<file path="src/ocblp_defines.svh">
// offsets, field positions, reset values for the control/bulk list pointer bank
`ifndef OCBLP_DEFINES_SVH
`define OCBLP_DEFINES_SVH

`define OCBLP_OFS_CTRL_CUR  8'h24
`define OCBLP_OFS_BULK_HEAD 8'h28
`define OCBLP_OFS_BULK_CUR  8'h2c
`define OCBLP_ADDR_MSB      31
`define OCBLP_ADDR_LSB      4
`define OCBLP_RSVD_MASK     32'hffff_fff0
`define OCBLP_PTR_RESET     32'h0000_0000

`endif

</file>
<file path="src/ocblp_pkg.sv">
// types for the control/bulk list pointer bank
`default_nettype none
package ocblp_pkg;
  typedef logic [31:0] ocblp_word_t;
  typedef enum logic [1:0] {
    OCBLP_SEL_NONE      = 2'h0,
    OCBLP_SEL_CTRL_CUR  = 2'h1,
    OCBLP_SEL_BULK_HEAD = 2'h3,
    OCBLP_SEL_BULK_CUR  = 2'h2
  } ocblp_sel_t;
endpackage
`default_nettype wire

</file>
<file path="src/ocblp_list_pointers.sv">
// control current, bulk head and bulk current list pointer registers
`timescale 1ns/10ps
`default_nettype none
`include "ocblp_defines.svh"

// Summary of operation
// - the control current pointer is read at offset 0x24 of the controller memory window.
// - the control current pointer holds a descriptor address in bits 31..4, bits 3..0 read zero.
// - after a control descriptor is served the pointer advances to the next and is kept across frames.
// - at the end of the control list a set filled flag reloads the pointer from the head and is cleared.
// - the control current pointer resets to zero and zero marks the end of the control list.
// - the bulk head pointer is a read/write register at 0x28, address in bits 31..4, reset zero.
// - bulk traversal starts at the bulk head pointer.
// - during initialisation the bulk head pointer is loaded from the communication area.
// - the bulk current pointer is a read/write register at 0x2c resetting to zero.
// - the bulk list is served round robin in insertion order.
// - at the end of the bulk list a set filled flag reloads the pointer from the head and is cleared.
// - the bulk current pointer resets to zero and zero marks the end of the bulk list.

module ocblp_list_pointers (
  // clock and reset
  input  wire logic        core_clk_i,
  input  wire logic        rst_i,
  // register access from the memory window
  input  wire logic [7:0]  reg_offset_i,
  input  wire logic        reg_wr_i,
  input  wire logic        reg_rd_i,
  input  wire logic [31:0] reg_wdata_i,
  output logic      [31:0] reg_rdata_o,
  output logic             reg_hit_o,
  // controller state from the command/control registers
  input  wire logic        control_list_enable_i,
  input  wire logic        bulk_list_enable_bit_i,
  input  wire logic [31:0] control_list_head_pointer_i,
  // list engine events
  input  wire logic        ctrl_advance_i,
  input  wire logic [31:0] ctrl_next_ed_i,
  input  wire logic        ctrl_list_end_i,
  input  wire logic        bulk_advance_i,
  input  wire logic [31:0] bulk_next_ed_i,
  input  wire logic        bulk_list_end_i,
  input  wire logic        hcca_init_i,
  input  wire logic [31:0] hcca_bulk_head_i,
  // list filled flags from the command/status register
  input  wire logic        control_list_filled_flag_i,
  input  wire logic        bulk_list_filled_flag_i,
  output logic             clear_control_filled_o,
  output logic             clear_bulk_filled_o,
  // pointer state toward the list engine
  output logic      [31:0] control_current_address_field_o,
  output logic      [31:0] bulk_head_address_field_o,
  output logic      [31:0] bulk_current_address_field_o,
  output logic             ctrl_list_empty_o,
  output logic             bulk_list_empty_o
);

  // ==========================================================
  // helpers
  // low four bits are reserved and never stored
  function automatic ocblp_pkg::ocblp_word_t ptr_clean(input ocblp_pkg::ocblp_word_t v);
    ptr_clean = v & `OCBLP_RSVD_MASK;
  endfunction

  function automatic ocblp_pkg::ocblp_sel_t decode(input logic [7:0] ofs);
    if (ofs == `OCBLP_OFS_CTRL_CUR) begin
      decode = ocblp_pkg::OCBLP_SEL_CTRL_CUR;
    end else if (ofs == `OCBLP_OFS_BULK_HEAD) begin
      decode = ocblp_pkg::OCBLP_SEL_BULK_HEAD;
    end else if (ofs == `OCBLP_OFS_BULK_CUR) begin
      decode = ocblp_pkg::OCBLP_SEL_BULK_CUR;
    end else begin
      decode = ocblp_pkg::OCBLP_SEL_NONE;
    end
  endfunction

  // write qualifier: strobe, matching offset, and not locked by a list enable
  function automatic logic sw_write(
    input logic                  wr,
    input ocblp_pkg::ocblp_sel_t got,
    input ocblp_pkg::ocblp_sel_t want,
    input logic                  locked
  );
    if (!wr) begin
      sw_write = 1'b0;
    end else if (got != want) begin
      sw_write = 1'b0;
    end else begin
      sw_write = !locked;
    end
  endfunction

  // a zero address field marks the end of a list
  function automatic logic ptr_is_end(input ocblp_pkg::ocblp_word_t v);
    ptr_is_end = (v[`OCBLP_ADDR_MSB:`OCBLP_ADDR_LSB] == 28'h000_0000);
  endfunction

  // register view on the read port
  function automatic ocblp_pkg::ocblp_word_t reg_view(
    input ocblp_pkg::ocblp_sel_t  s,
    input ocblp_pkg::ocblp_word_t ctrl_cur,
    input ocblp_pkg::ocblp_word_t bulk_head,
    input ocblp_pkg::ocblp_word_t bulk_cur
  );
    if (s == ocblp_pkg::OCBLP_SEL_CTRL_CUR) begin
      reg_view = ctrl_cur;
    end else if (s == ocblp_pkg::OCBLP_SEL_BULK_HEAD) begin
      reg_view = bulk_head;
    end else if (s == ocblp_pkg::OCBLP_SEL_BULK_CUR) begin
      reg_view = bulk_cur;
    end else begin
      reg_view = 32'h0000_0000;
    end
  endfunction

  // ==========================================================
  // register decode
  ocblp_pkg::ocblp_sel_t  sel;
  logic                   wr_ctrl_cur;
  logic                   wr_bulk_head;
  logic                   wr_bulk_cur;
  logic                   ctrl_wrap;
  logic                   bulk_wrap;

  // an unmapped offset decodes to none: writes drop, reads give zero with no hit
  assign sel = decode(reg_offset_i);

  always_comb begin
    // a refused write falls through to the engine events
    wr_ctrl_cur  = sw_write(reg_wr_i, sel, ocblp_pkg::OCBLP_SEL_CTRL_CUR, control_list_enable_i);
    wr_bulk_head = sw_write(reg_wr_i, sel, ocblp_pkg::OCBLP_SEL_BULK_HEAD, 1'b0);
    wr_bulk_cur  = sw_write(reg_wr_i, sel, ocblp_pkg::OCBLP_SEL_BULK_CUR, bulk_list_enable_bit_i);
    ctrl_wrap    = ctrl_list_end_i && control_list_filled_flag_i;
    bulk_wrap    = bulk_list_end_i && bulk_list_filled_flag_i;
  end

  // ==========================================================
  // control current pointer
  // moved by the engine; software loads it only while the control list is off
  ocblp_pkg::ocblp_word_t ctrl_cur_ff;
  ocblp_pkg::ocblp_word_t nxt_ctrl_cur;
  logic                   clr_ctrl_ff;
  logic                   nxt_clr_ctrl;

  always_comb begin
    nxt_ctrl_cur = ctrl_cur_ff;
    nxt_clr_ctrl = 1'b0;
    // software write first, then list end, then advance
    if (wr_ctrl_cur) begin
      nxt_ctrl_cur = ptr_clean(reg_wdata_i);
    end else if (ctrl_list_end_i) begin
      if (ctrl_wrap) begin
        nxt_ctrl_cur = ptr_clean(control_list_head_pointer_i);
        nxt_clr_ctrl = 1'b1;
      end
    end else if (ctrl_advance_i) begin
      nxt_ctrl_cur = ptr_clean(ctrl_next_ed_i);
    end
  end

  always_ff @(posedge core_clk_i) begin
    if (rst_i) begin
      ctrl_cur_ff <= `OCBLP_PTR_RESET;
      clr_ctrl_ff <= 1'b0;
    end else begin
      ctrl_cur_ff <= nxt_ctrl_cur;
      clr_ctrl_ff <= nxt_clr_ctrl;
    end
  end

  // ==========================================================
  // bulk head pointer
  // traversal restarts here on every bulk wrap
  ocblp_pkg::ocblp_word_t bulk_head_ff;
  ocblp_pkg::ocblp_word_t nxt_bulk_head;

  always_comb begin
    nxt_bulk_head = bulk_head_ff;
    // the init load beats a same-cycle software write
    if (hcca_init_i) begin
      nxt_bulk_head = ptr_clean(hcca_bulk_head_i);
    end else if (wr_bulk_head) begin
      nxt_bulk_head = ptr_clean(reg_wdata_i);
    end
  end

  always_ff @(posedge core_clk_i) begin
    if (rst_i) begin
      bulk_head_ff <= `OCBLP_PTR_RESET;
    end else begin
      bulk_head_ff <= nxt_bulk_head;
    end
  end

  // ==========================================================
  // bulk current pointer
  // moved by the engine; software loads it only while the bulk list is off
  ocblp_pkg::ocblp_word_t bulk_cur_ff;
  ocblp_pkg::ocblp_word_t nxt_bulk_cur;
  logic                   clr_bulk_ff;
  logic                   nxt_clr_bulk;

  always_comb begin
    nxt_bulk_cur = bulk_cur_ff;
    nxt_clr_bulk = 1'b0;
    // the wrap copies the stored head, not a head written in the same cycle
    if (wr_bulk_cur) begin
      nxt_bulk_cur = ptr_clean(reg_wdata_i);
    end else if (bulk_list_end_i) begin
      if (bulk_wrap) begin
        nxt_bulk_cur = bulk_head_ff;
        nxt_clr_bulk = 1'b1;
      end
    end else if (bulk_advance_i) begin
      nxt_bulk_cur = ptr_clean(bulk_next_ed_i);
    end
  end

  always_ff @(posedge core_clk_i) begin
    if (rst_i) begin
      bulk_cur_ff <= `OCBLP_PTR_RESET;
      clr_bulk_ff <= 1'b0;
    end else begin
      bulk_cur_ff <= nxt_bulk_cur;
      clr_bulk_ff <= nxt_clr_bulk;
    end
  end

  // ==========================================================
  // end-of-list flags
  logic                   ctrl_empty_ff;
  logic                   bulk_empty_ff;
  logic                   nxt_ctrl_empty;
  logic                   nxt_bulk_empty;

  always_comb begin
    // follow the next pointer values so flag and pointer move together
    nxt_ctrl_empty = ptr_is_end(nxt_ctrl_cur);
    nxt_bulk_empty = ptr_is_end(nxt_bulk_cur);
  end

  always_ff @(posedge core_clk_i) begin
    if (rst_i) begin
      ctrl_empty_ff <= 1'b1;
      bulk_empty_ff <= 1'b1;
    end else begin
      ctrl_empty_ff <= nxt_ctrl_empty;
      bulk_empty_ff <= nxt_bulk_empty;
    end
  end

  // ==========================================================
  // read data
  ocblp_pkg::ocblp_word_t rdata_ff;
  ocblp_pkg::ocblp_word_t nxt_rdata;

  always_comb begin
    nxt_rdata = 32'h0000_0000;
    // zero whenever no read is taken, so stale data never stands
    if (reg_rd_i) begin
      nxt_rdata = reg_view(sel, ctrl_cur_ff, bulk_head_ff, bulk_cur_ff);
    end
  end

  always_ff @(posedge core_clk_i) begin
    if (rst_i) begin
      rdata_ff <= 32'h0000_0000;
    end else begin
      rdata_ff <= nxt_rdata;
    end
  end

  // ==========================================================
  // read hit
  logic                   hit_ff;
  logic                   nxt_hit;

  always_comb begin
    // only a mapped offset answers with a hit
    nxt_hit = reg_rd_i && (sel != ocblp_pkg::OCBLP_SEL_NONE);
  end

  always_ff @(posedge core_clk_i) begin
    if (rst_i) begin
      hit_ff <= 1'b0;
    end else begin
      hit_ff <= nxt_hit;
    end
  end

  // ==========================================================
  // outputs
  assign reg_rdata_o                     = rdata_ff;
  assign reg_hit_o                       = hit_ff;
  assign clear_control_filled_o          = clr_ctrl_ff;
  assign clear_bulk_filled_o             = clr_bulk_ff;
  assign control_current_address_field_o = ctrl_cur_ff;
  assign bulk_head_address_field_o       = bulk_head_ff;
  assign bulk_current_address_field_o    = bulk_cur_ff;
  assign ctrl_list_empty_o               = ctrl_empty_ff;
  assign bulk_list_empty_o               = bulk_empty_ff;

endmodule
`default_nettype wire

</file>
<file path="config.mk">
export PLATFORM = sky130hd
export DESIGN_NAME = ocblp_list_pointers
export DESIGN_NICKNAME = d
export VERILOG_FILES = /design/src/ocblp_pkg.sv /design/src/ocblp_list_pointers.sv
export VERILOG_INCLUDE_DIRS = /design/src /design/src/src
export SDC_FILE = /design/constraint.sdc
export NUM_CORES = 1
export LEC_CHECK = 0
export BUFFER_PORTS_ARGS = -buffer_cell sky130_fd_sc_hd__buf_2
export CAP_MARGIN = 15
export CORE_UTILIZATION = 42
export CTS_CLUSTER_DIAMETER = 120
export DETAILED_ROUTE_END_ITERATION = 8
export PLACE_DENSITY_LB_ADDON = 0.08
export SLEW_MARGIN = 10
export SYNTH_ARGS = -nofsm -noshare
export SYNTH_HDL_FRONTEND = slang
export SYNTH_SLANG_ARGS = --single-unit
</file>
<file path="constraint.sdc">
create_clock -name core_clk_i -period 1.9 [get_ports core_clk_i]
set_clock_uncertainty 0.15 [all_clocks]
set_input_delay 0.38 -clock core_clk_i [delete_from_list [all_inputs] [get_ports core_clk_i]]
set_output_delay 0.38 -clock core_clk_i [all_outputs]
set_load 0.01 [all_outputs]
</file>
Yosys cells after proc, flatten, opt, wreduce, memory -nomap -nowiden
Index checks and enable logic that the tools add are counted.
{"block": "totals", "register_bits": 129, "wordCells": 67, "input_bits": 181, "output_inout_bits": 133}
{"block": "op_classes", "eq_ne": 11, "bitwise": 3, "n_mux": 24, "n_reduce_logical": 18}
{"operator": "$mux 32", "count": 13}
{"operator": "$logic_not 28->1", "count": 2}
{"operator": "$eq 8x6->1 const B", "count": 3}
{"operator": "$mux 1", "count": 8}
{"operator": "$reduce_bool 2->1", "count": 4}
{"operator": "$mux 2", "count": 3}
{"operator": "$ne 2x1->1 const B", "count": 3}
{"operator": "$reduce_or 2->1", "count": 3}
{"operator": "$reduce_or 3->1", "count": 2}
{"operator": "$eq 2x2->1 const B", "count": 2}
{"operator": "$ne 2x2->1 const B", "count": 2}
{"operator": "$reduce_and 2->1", "count": 2}
{"operator": "$logic_and 1x1->1", "count": 3}
{"operator": "$not 1->1", "count": 3}
{"operator": "$eq 2x1->1 const B", "count": 1}
{"operator": "$logic_not 1->1", "count": 2}

Longest topological paths before layout
Gate-level depths: netlist of the first run.
{"block": "logic_depth", "ltp_word": 9, "mapped_depth": 9, "depth_no_buf": 6}

Worst setup path after synthesis of the first run
OpenSTA, ideal clock, no wires.
{"block": "synth_path", "path_type": "input port to flip-flop", "from": "input port reg_offset_i[4]", "to": "register ctrl_cur_ff[10] (netlist: control_current_address_field_o[10])", "setup_time_ps": 132, "setup_slack_ps": -146, "arrival_time_ps": 1764, "required_time_ps": 1618, "path_buffers": 2, "path_stages": 7, "path_cell_list": "nor4b_4 > nand3_2 > or4b_1 > buf_2 > clkbuf_1 > nand2b_1 > a21oi_1"}
{"block": "synth_between", "elab_chain_len": 8, "word_cells_on_any_way": 10, "classes_between": "eq/ne: 4; mux: 6"}
{"item": "from (decl)", "line": "ocblp_list_pointers.sv:25", "rtl": "input wire logic [7:0] reg_offset_i,"}
{"item": "$eq 8x6->1 (no line)"}
{"item": "$mux 2", "line": "ocblp_list_pointers.sv:69", "rtl": "end else if (ofs == `OCBLP_OFS_BULK_CUR) begin"}
{"item": "$mux 2", "line": "ocblp_list_pointers.sv:67", "rtl": "end else if (ofs == `OCBLP_OFS_BULK_HEAD) begin"}
{"item": "$mux 2 (*)", "line": "ocblp_list_pointers.sv:65", "rtl": "if (ofs == `OCBLP_OFS_CTRL_CUR) begin"}
{"item": "$ne 2x1->1 (*)", "line": "ocblp_list_pointers.sv:85", "rtl": "end else if (got != want) begin"}
{"item": "$mux 1 (*)", "line": "ocblp_list_pointers.sv:85"}
{"item": "$mux 1 (*)", "line": "ocblp_list_pointers.sv:83", "rtl": "if (!wr) begin"}
{"item": "$mux 32 (*)", "line": "ocblp_list_pointers.sv:148", "rtl": "if (wr_ctrl_cur) begin"}
{"item": "to (signal assigned)", "line": "ocblp_list_pointers.sv:162", "rtl": "ctrl_cur_ff <= `OCBLP_PTR_RESET;"}
{"item": "to (signal assigned)", "line": "ocblp_list_pointers.sv:165", "rtl": "ctrl_cur_ff <= nxt_ctrl_cur;"}
{"item": "to (decl)", "line": "ocblp_list_pointers.sv:139", "rtl": "ocblp_pkg::ocblp_word_t ctrl_cur_ff;"}
Mark *: on every way between the ends. The rest lies on a longest branch, timed or not.
A chain may end at the register's enable or synchronous reset.

Worst setup path after layout of the first run
{"block": "layout_path", "from": "input port reg_offset_i[4]", "to": "register ctrl_empty_ff (netlist: ctrl_list_empty_o)"}
{"block": "layout_between", "elab_chain_len": 9, "word_cells_on_any_way": 11, "classes_between": "eq/ne: 4; mux: 6; reduce/logical: 1"}
{"item": "$eq 8x6->1 (no line)"}
{"item": "$mux 2", "line": "ocblp_list_pointers.sv:69"}
{"item": "$mux 2", "line": "ocblp_list_pointers.sv:67"}
{"item": "$mux 2 (*)", "line": "ocblp_list_pointers.sv:65"}
{"item": "$ne 2x1->1 (*)", "line": "ocblp_list_pointers.sv:85"}
{"item": "$mux 1 (*)", "line": "ocblp_list_pointers.sv:85"}
{"item": "$mux 1 (*)", "line": "ocblp_list_pointers.sv:83"}
{"item": "$mux 32 (*)", "line": "ocblp_list_pointers.sv:148"}
{"item": "$logic_not 28->1 (*)", "line": "ocblp_list_pointers.sv:94", "rtl": "ptr_is_end = (v[`OCBLP_ADDR_MSB:`OCBLP_ADDR_LSB] == 28'h000_0000);"}
{"item": "to (signal assigned)", "line": "ocblp_list_pointers.sv:246", "rtl": "ctrl_empty_ff <= nxt_ctrl_empty;"}
{"item": "to (decl)", "line": "ocblp_list_pointers.sv:230", "rtl": "logic ctrl_empty_ff;"}
Marks and branches as above.

==> results by group, run 1 <==
Worst setup path
  – WP data arrival: 2.00 ns
  – Crit path cell chain: buf_2, nor4b_4, nand3_2, or4b_4, buf_12, nor2_1, o22ai_1, o21bai_1
  – CP max stage delay: 0.53 ns
  – Crit Path Category: input pin to register
  – Reg-to-reg critical path endpoint: bulk_list_empty_o
  – Reg2Reg Depth: 6
  – Reg2Reg Setup Slack: 0.14 ns
  – Crit path max fanout: 27
  – Nature of the critical path startpoint: input pin
  – R2r startpoint: bulk_head_address_field_o[17]
  – CP Capture Type: register
  – Slowest cell on crit path: or4b_4
  – Worst path required time: 2.11 ns

Power
  – Worst VDD drop: 0.0005770 V
  – Pwr Total: 7.560 mW
  – Leakage: 4.675 nW
  – Pwr Density: 805.1 nW/µm²

Synthesis
  – Synth Warn #: 0
  – Cell count after synthesis: 812
  – Post-synthesis cell type count: 37
  – Fraction of registers with async set/reset: 0%
  – Top_reg_cell synth: dfxtp_1
  – Seq cells post-synth: 118
  – Syn Area/Cell: slightly below 8 µm²
  – Mapped Area: 6429 µm²
  – Sequential area share after synthesis: between 30 and 40%
  – Post-synth EDFFs: 0

Layout
  – Area of the multi-input gates: 3746 µm²
  – Final Cell Area: 9390 µm²
  – Final core utilization: 63.64%
  – Area grow syn2layout: 46.07%
  – Share of layout cells above drive strength 1: a little under two fifths
  – Layout Nets: ~1,300
  – Finished Layout Cells: between 1,000 and 1,500
  – Register area: 2362 µm²
  – Number of fill cells: 1,352

CTS
  – Root buf cell: clkbuf_16
  – H-tree Lvls: 4
  – Clock Latency Late Sink: 0.42 ns
  – Clock tree sinks: about 120
  – CTS tree: done
  – Total CTS buffers: 17
  – Maximum buffer depth of the clock tree: 2
  – Clock-pin slew on the worst setup and hold paths: approximately 0.06 ns
  – Hold_buf cts: 0

STA
  – Fin crit period: 1.788 ns
  – Fmax: 559.4 MHz
  – Final WS setup: roughly 0.11 ns
  – Slew @ Worst Pin: 0.6988 ns
  – Rel. slew slack: 52.98%
  – Setup_tns: 0 ns
  – Endpoints failing setup: 0
  – Final Hold Fails: 0
  – Hold WS: 0.03206 ns
  – Max-slew violations: 0
  – Tcrit/Tclk final: 94.08%

Outcome
  – Status: finished, final reports clean

Route
  – DRC Markers: 0
  – Router iterations before antenna repair: 5
  – Routed len/inst: 19.38 µm
  – Post-DRT Antenna Nets: 0
  – Routed wire length: 26,030 µm
  – Vias: 7,359
  – Vias/cell: 5.480
  – Initial DRC Count: around 570

Placement
  – PortBufs: 281
  – RD Place Congestion: 0.9344
  – HPWL Detailed: ~19,000 µm
  – Inst Count DP: 1,309
  – Pre-CTS setup slack: -0.3404 ns
  – DP Area: 8711 µm²

Min path
  – Hold Path End: bulk_head_address_field_o[14]
  – HP Class: input pin to register
  – Min-delay src: hcca_bulk_head_i[14]
  – Hold path depth: 3

Floorplanning
  – Die height: 125.7 µm
  – Initial Util: 43.57%
  – Chip Width: between 100 and 150 µm
  – Rows: 44
  – CORE AREA: 14,750 µm²
  – I/O pin count: 314
  – Die Area: 15,810 µm²

GRT
  – Antenna violations before repair: 2
  – Global Route Usage Sum: 32.26%
  – First-pass GRT wire length: between 30,000 and 40,000 µm
  – Overflow after GRT: 0
  – Vias in the first global route: around 6,800
  – Largest net degree at the start of global routing: 89

Job
  – Max_cap viols: 0
## kinds of logic (layout without fill, tap and decap cells)
kind of cell	after synthesis	in the layout	synth area share [%]
DFF	118	118	36.75
other	1	15	0.05833
buffers and inverters	88	421	6.403
and+or+nand+nor	333	333	25.81
AOI/OAI and AO/OA	182	182	16.93
muxes	90	90	14.05
## worst max-delay path: cells and delay by family
family	cells	cell delay, ns
AND/OR/NAND/NOR	4	1.13
buffers and inverters	2	0.29
AO/OA/AOI/OAI	2	0.20
## power by group
part	switching [mW]	leakage [nW]	total (mW)	internal [mW]
Combinational	0.718	3.40	1.36	0.638
Sequential	0.130	0.970	2.74	2.61
Clock	1.21	0.306	3.47	2.26
Total	2.05	4.67	7.56	5.51
## worst max-delay path by stage
stage	from	end	depth (start not counted)
floorplan	reg_offset_i[4]	ctrl_list_empty_o	8
global placement	reg_offset_i[4]	ctrl_list_empty_o	8
detailed placement	reg_offset_i[4]	ctrl_list_empty_o	8
CTS	reg_offset_i[4]	ctrl_list_empty_o	8
global route	bulk_current_address_field_o[17]	bulk_list_empty_o	6
finish	reg_offset_i[4]	ctrl_list_empty_o	8
## cells in the mapped netlist (14+ instances only)
library cell / instances / share of area (%)
nor4_1: 31 / 3.0
buf_2: 14 / 1.1
clkbuf_1: 54 / 3.2
nor2_1: 109 / 6.4
nor3_1: 20 / 1.6
nand2b_1: 20 / 1.9
o221ai_1: 26 / 3.5
nand2_1: 87 / 5.1
o21a_1: 15 / 1.8
nand3b_1: 28 / 3.3
mux2i_1: 88 / 14
dfxtp_1: 118 / 37
a21oi_1: 122 / 9.5
buf_4: 15 / 1.8
## layout make-up
cell class | count | area share [%]
tap | 184 | 2.452
sequential | 118 | 25.16
clock inverter | 12 | 1.879
inverter | 1 | 0.03997
timing repair buffer | 388 | 25.66
multi-input combinational | 618 | 39.89
clock buffer | 20 | 4.863
antenna | 2 | 0.05330
## per-layer routing
layer | track usage [%] | wire length, µm | up-vias
li1 | - | - | 3520
met4 | 16.64 | 1021 | 0
met1 | 39.45 | 10740 | 3417
met3 | 6.160 | 1840 | 55
met5 | 0 | 0 | -
met2 | 53.95 | 12430 | 367
## what timing repair did
item | CTS | global route
endpoints found under the setup margin | 0 | 2
resized for setup | 0 | 7
setup buffers | 0 | 0
## placed cells by master, fill, tap and decap left out, types with 2 or more instances in the layout
cell / count
a211oi_1: 13
a21oi_1: 122
buf_12: 16
buf_2: 281
buf_4: 91
bufinv_16: 4
clkbuf_16: 17
clkbuf_8: 2
clkinv_2: 3
clkinv_4: 3
clkinvlp_4: 2
conb_1: 13
dfxtp_1: 118
diode_2: 2
mux2_2: 2
mux2i_1: 88
nand2_1: 87
nand2b_1: 20
nand3b_1: 28
nand4_1: 8
nor2_1: 109
nor2b_1: 13
nor3_1: 19
nor3b_1: 2
nor4_1: 28
nor4_2: 3
nor4b_4: 2
o21a_1: 15
o221ai_1: 23
o221ai_2: 3
o22ai_1: 2
or2b_1: 6
## sequential cells by signal, summed over array words and instances, names as in the netlist
register,flops
ctrl_list_empty_o,1
reg_rdata_o,29
clear_bulk_filled_o,1
reg_hit_o,1
bulk_list_empty_o,1
control_current_address_field_o,28
clear_control_filled_o,1
bulk_head_address_field_o,28
bulk_current_address_field_o,28
No activity file was read; power rests on OpenSTA's default activity.
==> inputs of run 2 (changes only) <==
Settings changed: RECOVER_POWER set to 100.
==> results by group, run 2 (synthesized netlist as in run 1, its figures left out) <==
CTS
  – H-tree Lvls: 4 (unchanged)
  – Hold_buf cts: 0 (unchanged)
  – Clock tree sinks: 118 (unchanged)
  – CTS tree: done (unchanged)
  – Clock-pin slew on the worst setup and hold paths: 0.06 ns (about the same)
  – Setup Buffers After CTS: 0 (unchanged)
  – Clock Latency Late Sink: 0.42 ns (about the same)
  – Total CTS buffers: 17 (unchanged)
  – Maximum buffer depth of the clock tree: 2 (unchanged)
  – Root buf cell: clkbuf_16 (unchanged)

GRT
  – Vias in the first global route: 6,831 (unchanged)
  – Largest net degree at the start of global routing: 89 (unchanged)
  – Global Route Usage Sum: 32.26% (unchanged)
  – Overflow after GRT: 0 (unchanged)
  – First-pass GRT wire length: 38,520 µm (unchanged)
  – Antenna violations before repair: 2 (unchanged)

Layout
  – Number of fill cells: 1,430 (was 1,352)
  – Largest register FFs: 29 (unchanged)
  – Area of the multi-input gates: 3746 µm² (unchanged)
  – Layout Nets: 1,325 (unchanged)
  – Area grow syn2layout: 42.27% (was 46.07%)
  – Share of layout cells above drive strength 1: 26.10% (was 37.42%)
  – Finished Layout Cells: 1,343 (unchanged)
  – Final Cell Area: 9146 µm² (was 9390 µm²)
  – Commonest non-fill, non-tap cell in the layout: buf_2 (unchanged)
  – Register area: 2362 µm² (unchanged)
  – Commonest non-fill, non-tap cells in the layout: buf_2, clkbuf_1, a21oi_1 (was buf_2, a21oi_1, dfxtp_1)

Placement
  – PortBufs: 281 (unchanged)
  – Pre-CTS setup slack: -0.3404 ns (unchanged)
  – HPWL Detailed: 19,250 µm (unchanged)
  – Inst Count DP: 1,309 (unchanged)
  – DP Area: 8711 µm² (unchanged)
  – RD Place Congestion: 0.9344 (unchanged)

Floorplanning
  – I/O pin count: 314 (unchanged)
  – Initial Util: 43.57% (unchanged)
  – Die Area: 15,810 µm² (unchanged)
  – CORE AREA: 14,750 µm² (unchanged)
  – Chip Width: 125.7 µm (unchanged)
  – Die height: 125.7 µm (unchanged)
  – Rows: 44 (unchanged)

STA
  – Tcrit/Tclk final: 96.15% (was 94.08%)
  – Max-slew violations: 0 (unchanged)
  – Endpoints failing setup: 0 (unchanged)
  – Final Hold Fails: 0 (unchanged)
  – Fin crit period: 1.827 ns (was 1.788 ns)
  – Rel. slew slack: 54.85% (was 52.98%)
  – Fmax: 547.4 MHz (was 559.4 MHz)
  – Slew @ Worst Pin: 0.6711 ns (was 0.6988 ns)
  – Final WS setup: 0.07309 ns (was 0.1124 ns)
  – Hold WS: 0.03482 ns (was 0.03206 ns)

Power
  – Internal power: 5.467 mW (was 5.505 mW)
  – Combinational Power Share: 17.5% (was 17.9%)
  – Sw Pwr: 2.059 mW (was 2.055 mW)
  – Clock power frac: 46.1% (was 45.9%)
  – Pwr Density: 822.9 nW/µm² (was 805.1 nW/µm²)
  – Sequential power share: 36.4% (was 36.2%)
  – Pwr Total: 7.526 mW (was 7.560 mW)
  – Leakage: 4.138 nW (was 4.675 nW)
  – Switching power share of the total: 27.35% (was 27.18%)
  – Worst VDD drop: 0.0005739 V (was 0.0005770 V)

Route
  – Vias: 7,413 (was 7,359)
  – Router iterations before antenna repair: 5 (unchanged)
  – Initial DRC Count: 526 (was 571)
  – Post-DRT Antenna Nets: 0 (unchanged)
  – WL met1: 10,780 µm (was 10,740 µm)
  – Vias/cell: 5.520 (was 5.480)
  – DRC Markers: 0 (unchanged)
  – Routed len/inst: 19.36 µm (was 19.38 µm)
  – Routed wire length: 26,010 µm (was 26,030 µm)
  – Met2 wire len: 12,470 µm (was 12,430 µm)
  – Met3 routed WL: 1797 µm (was 1840 µm)
  – Top layer in use: met4 (unchanged)

Outcome
  – Status: finished, final reports clean (unchanged)

Worst setup path
  – Crit path max fanout: 22 (was 27)
  – Reg2Reg Depth: 6 (unchanged)
  – Worst path required time: 2.12 ns (was 2.11 ns)
  – Crit Path Category: input pin to register (unchanged)
  – WP data arrival: 2.04 ns (was 2.00 ns)
  – Nature of the critical path startpoint: input pin (unchanged)
  – CP Capture Type: register (unchanged)

Min path
  – HP Class: input pin to register (unchanged)
  – Hold path depth: 3 (unchanged)

Job
  – Max_cap viols: 0 (unchanged)
## run 2: cell types whose count changed in the layout (fill, tap and decap cells not counted)
cell	delta
and2_0	+1
and2_1	-1
buf_12	-4
buf_2	-118
buf_4	-18
buf_8	+1
clkbuf_1	+131
clkbuf_2	+2
clkbuf_4	+6
## run 2: through the flow
step / utilization, % / TNS, ns
2_1_floorplan: - / -1.631
3_3_place_gp: 59.04 / -17.56
3_5_place_dp: 59.04 / -18.44
4_1_cts: 63.33 / 0
5_1_grt: 61.99 / -0.02187
6_report: 61.99 / 0
## run 2: critical path, cell delays in order
cell	delay [ns]
clkbuf_1	0.10
nor4b_4	0.34
and2_0	0.23
nand3b_1	0.09
clkbuf_4	0.30
nor3_1	0.24
clkbuf_1	0.21
o21a_1	0.16
## run 2: final timing paths
path / startpoint / to / slack [ns]
setup / recovery: reg_offset_i[4] / reg_rdata_o[17] / 0.07
hold / removal: hcca_bulk_head_i[7] / bulk_head_address_field_o[7] / 0.03
setup reg to reg: bulk_head_address_field_o[17] / bulk_list_empty_o / 0.13
hold reg to reg: control_current_address_field_o[19] / reg_rdata_o[19] / 0.35
## run 2: what timing repair did
item	4_1_cts	5_1_grt
hold endpoints to repair	0	0
resized for setup	0	7
setup endpoints to repair	0	2
## run 2: area by class of cell
cell class	instances	area share, %
sequential	118	25.83
multi-input combinational	618	40.96
tap	184	2.517
timing repair buffer	388	23.68
antenna	2	0.05472
inverter	1	0.04104
clock buffer	20	4.993
clock inverter	12	1.929
## run 2: per-layer routing
layer | track usage (%) | vias to the layer above
met4 | 16.64 | 0
met5 | 0 | -
li1 | - | 3531
met1 | 39.45 | 3465
met3 | 6.160 | 51
met2 | 53.95 | 366
## run 2: power by group through the flow
stage / registers, mW / clock network [mW] / logic, mW
6_report: 2.74 / 3.47 / 1.32
2_1_floorplan: 2.81 / 0 / 0.618
4_1_cts: 2.73 / 3.49 / 1.33
3_3_place_gp: 2.79 / 0 / 1.32
5_1_grt: 2.75 / 3.61 / 1.42
3_5_place_dp: 2.78 / 0 / 1.32
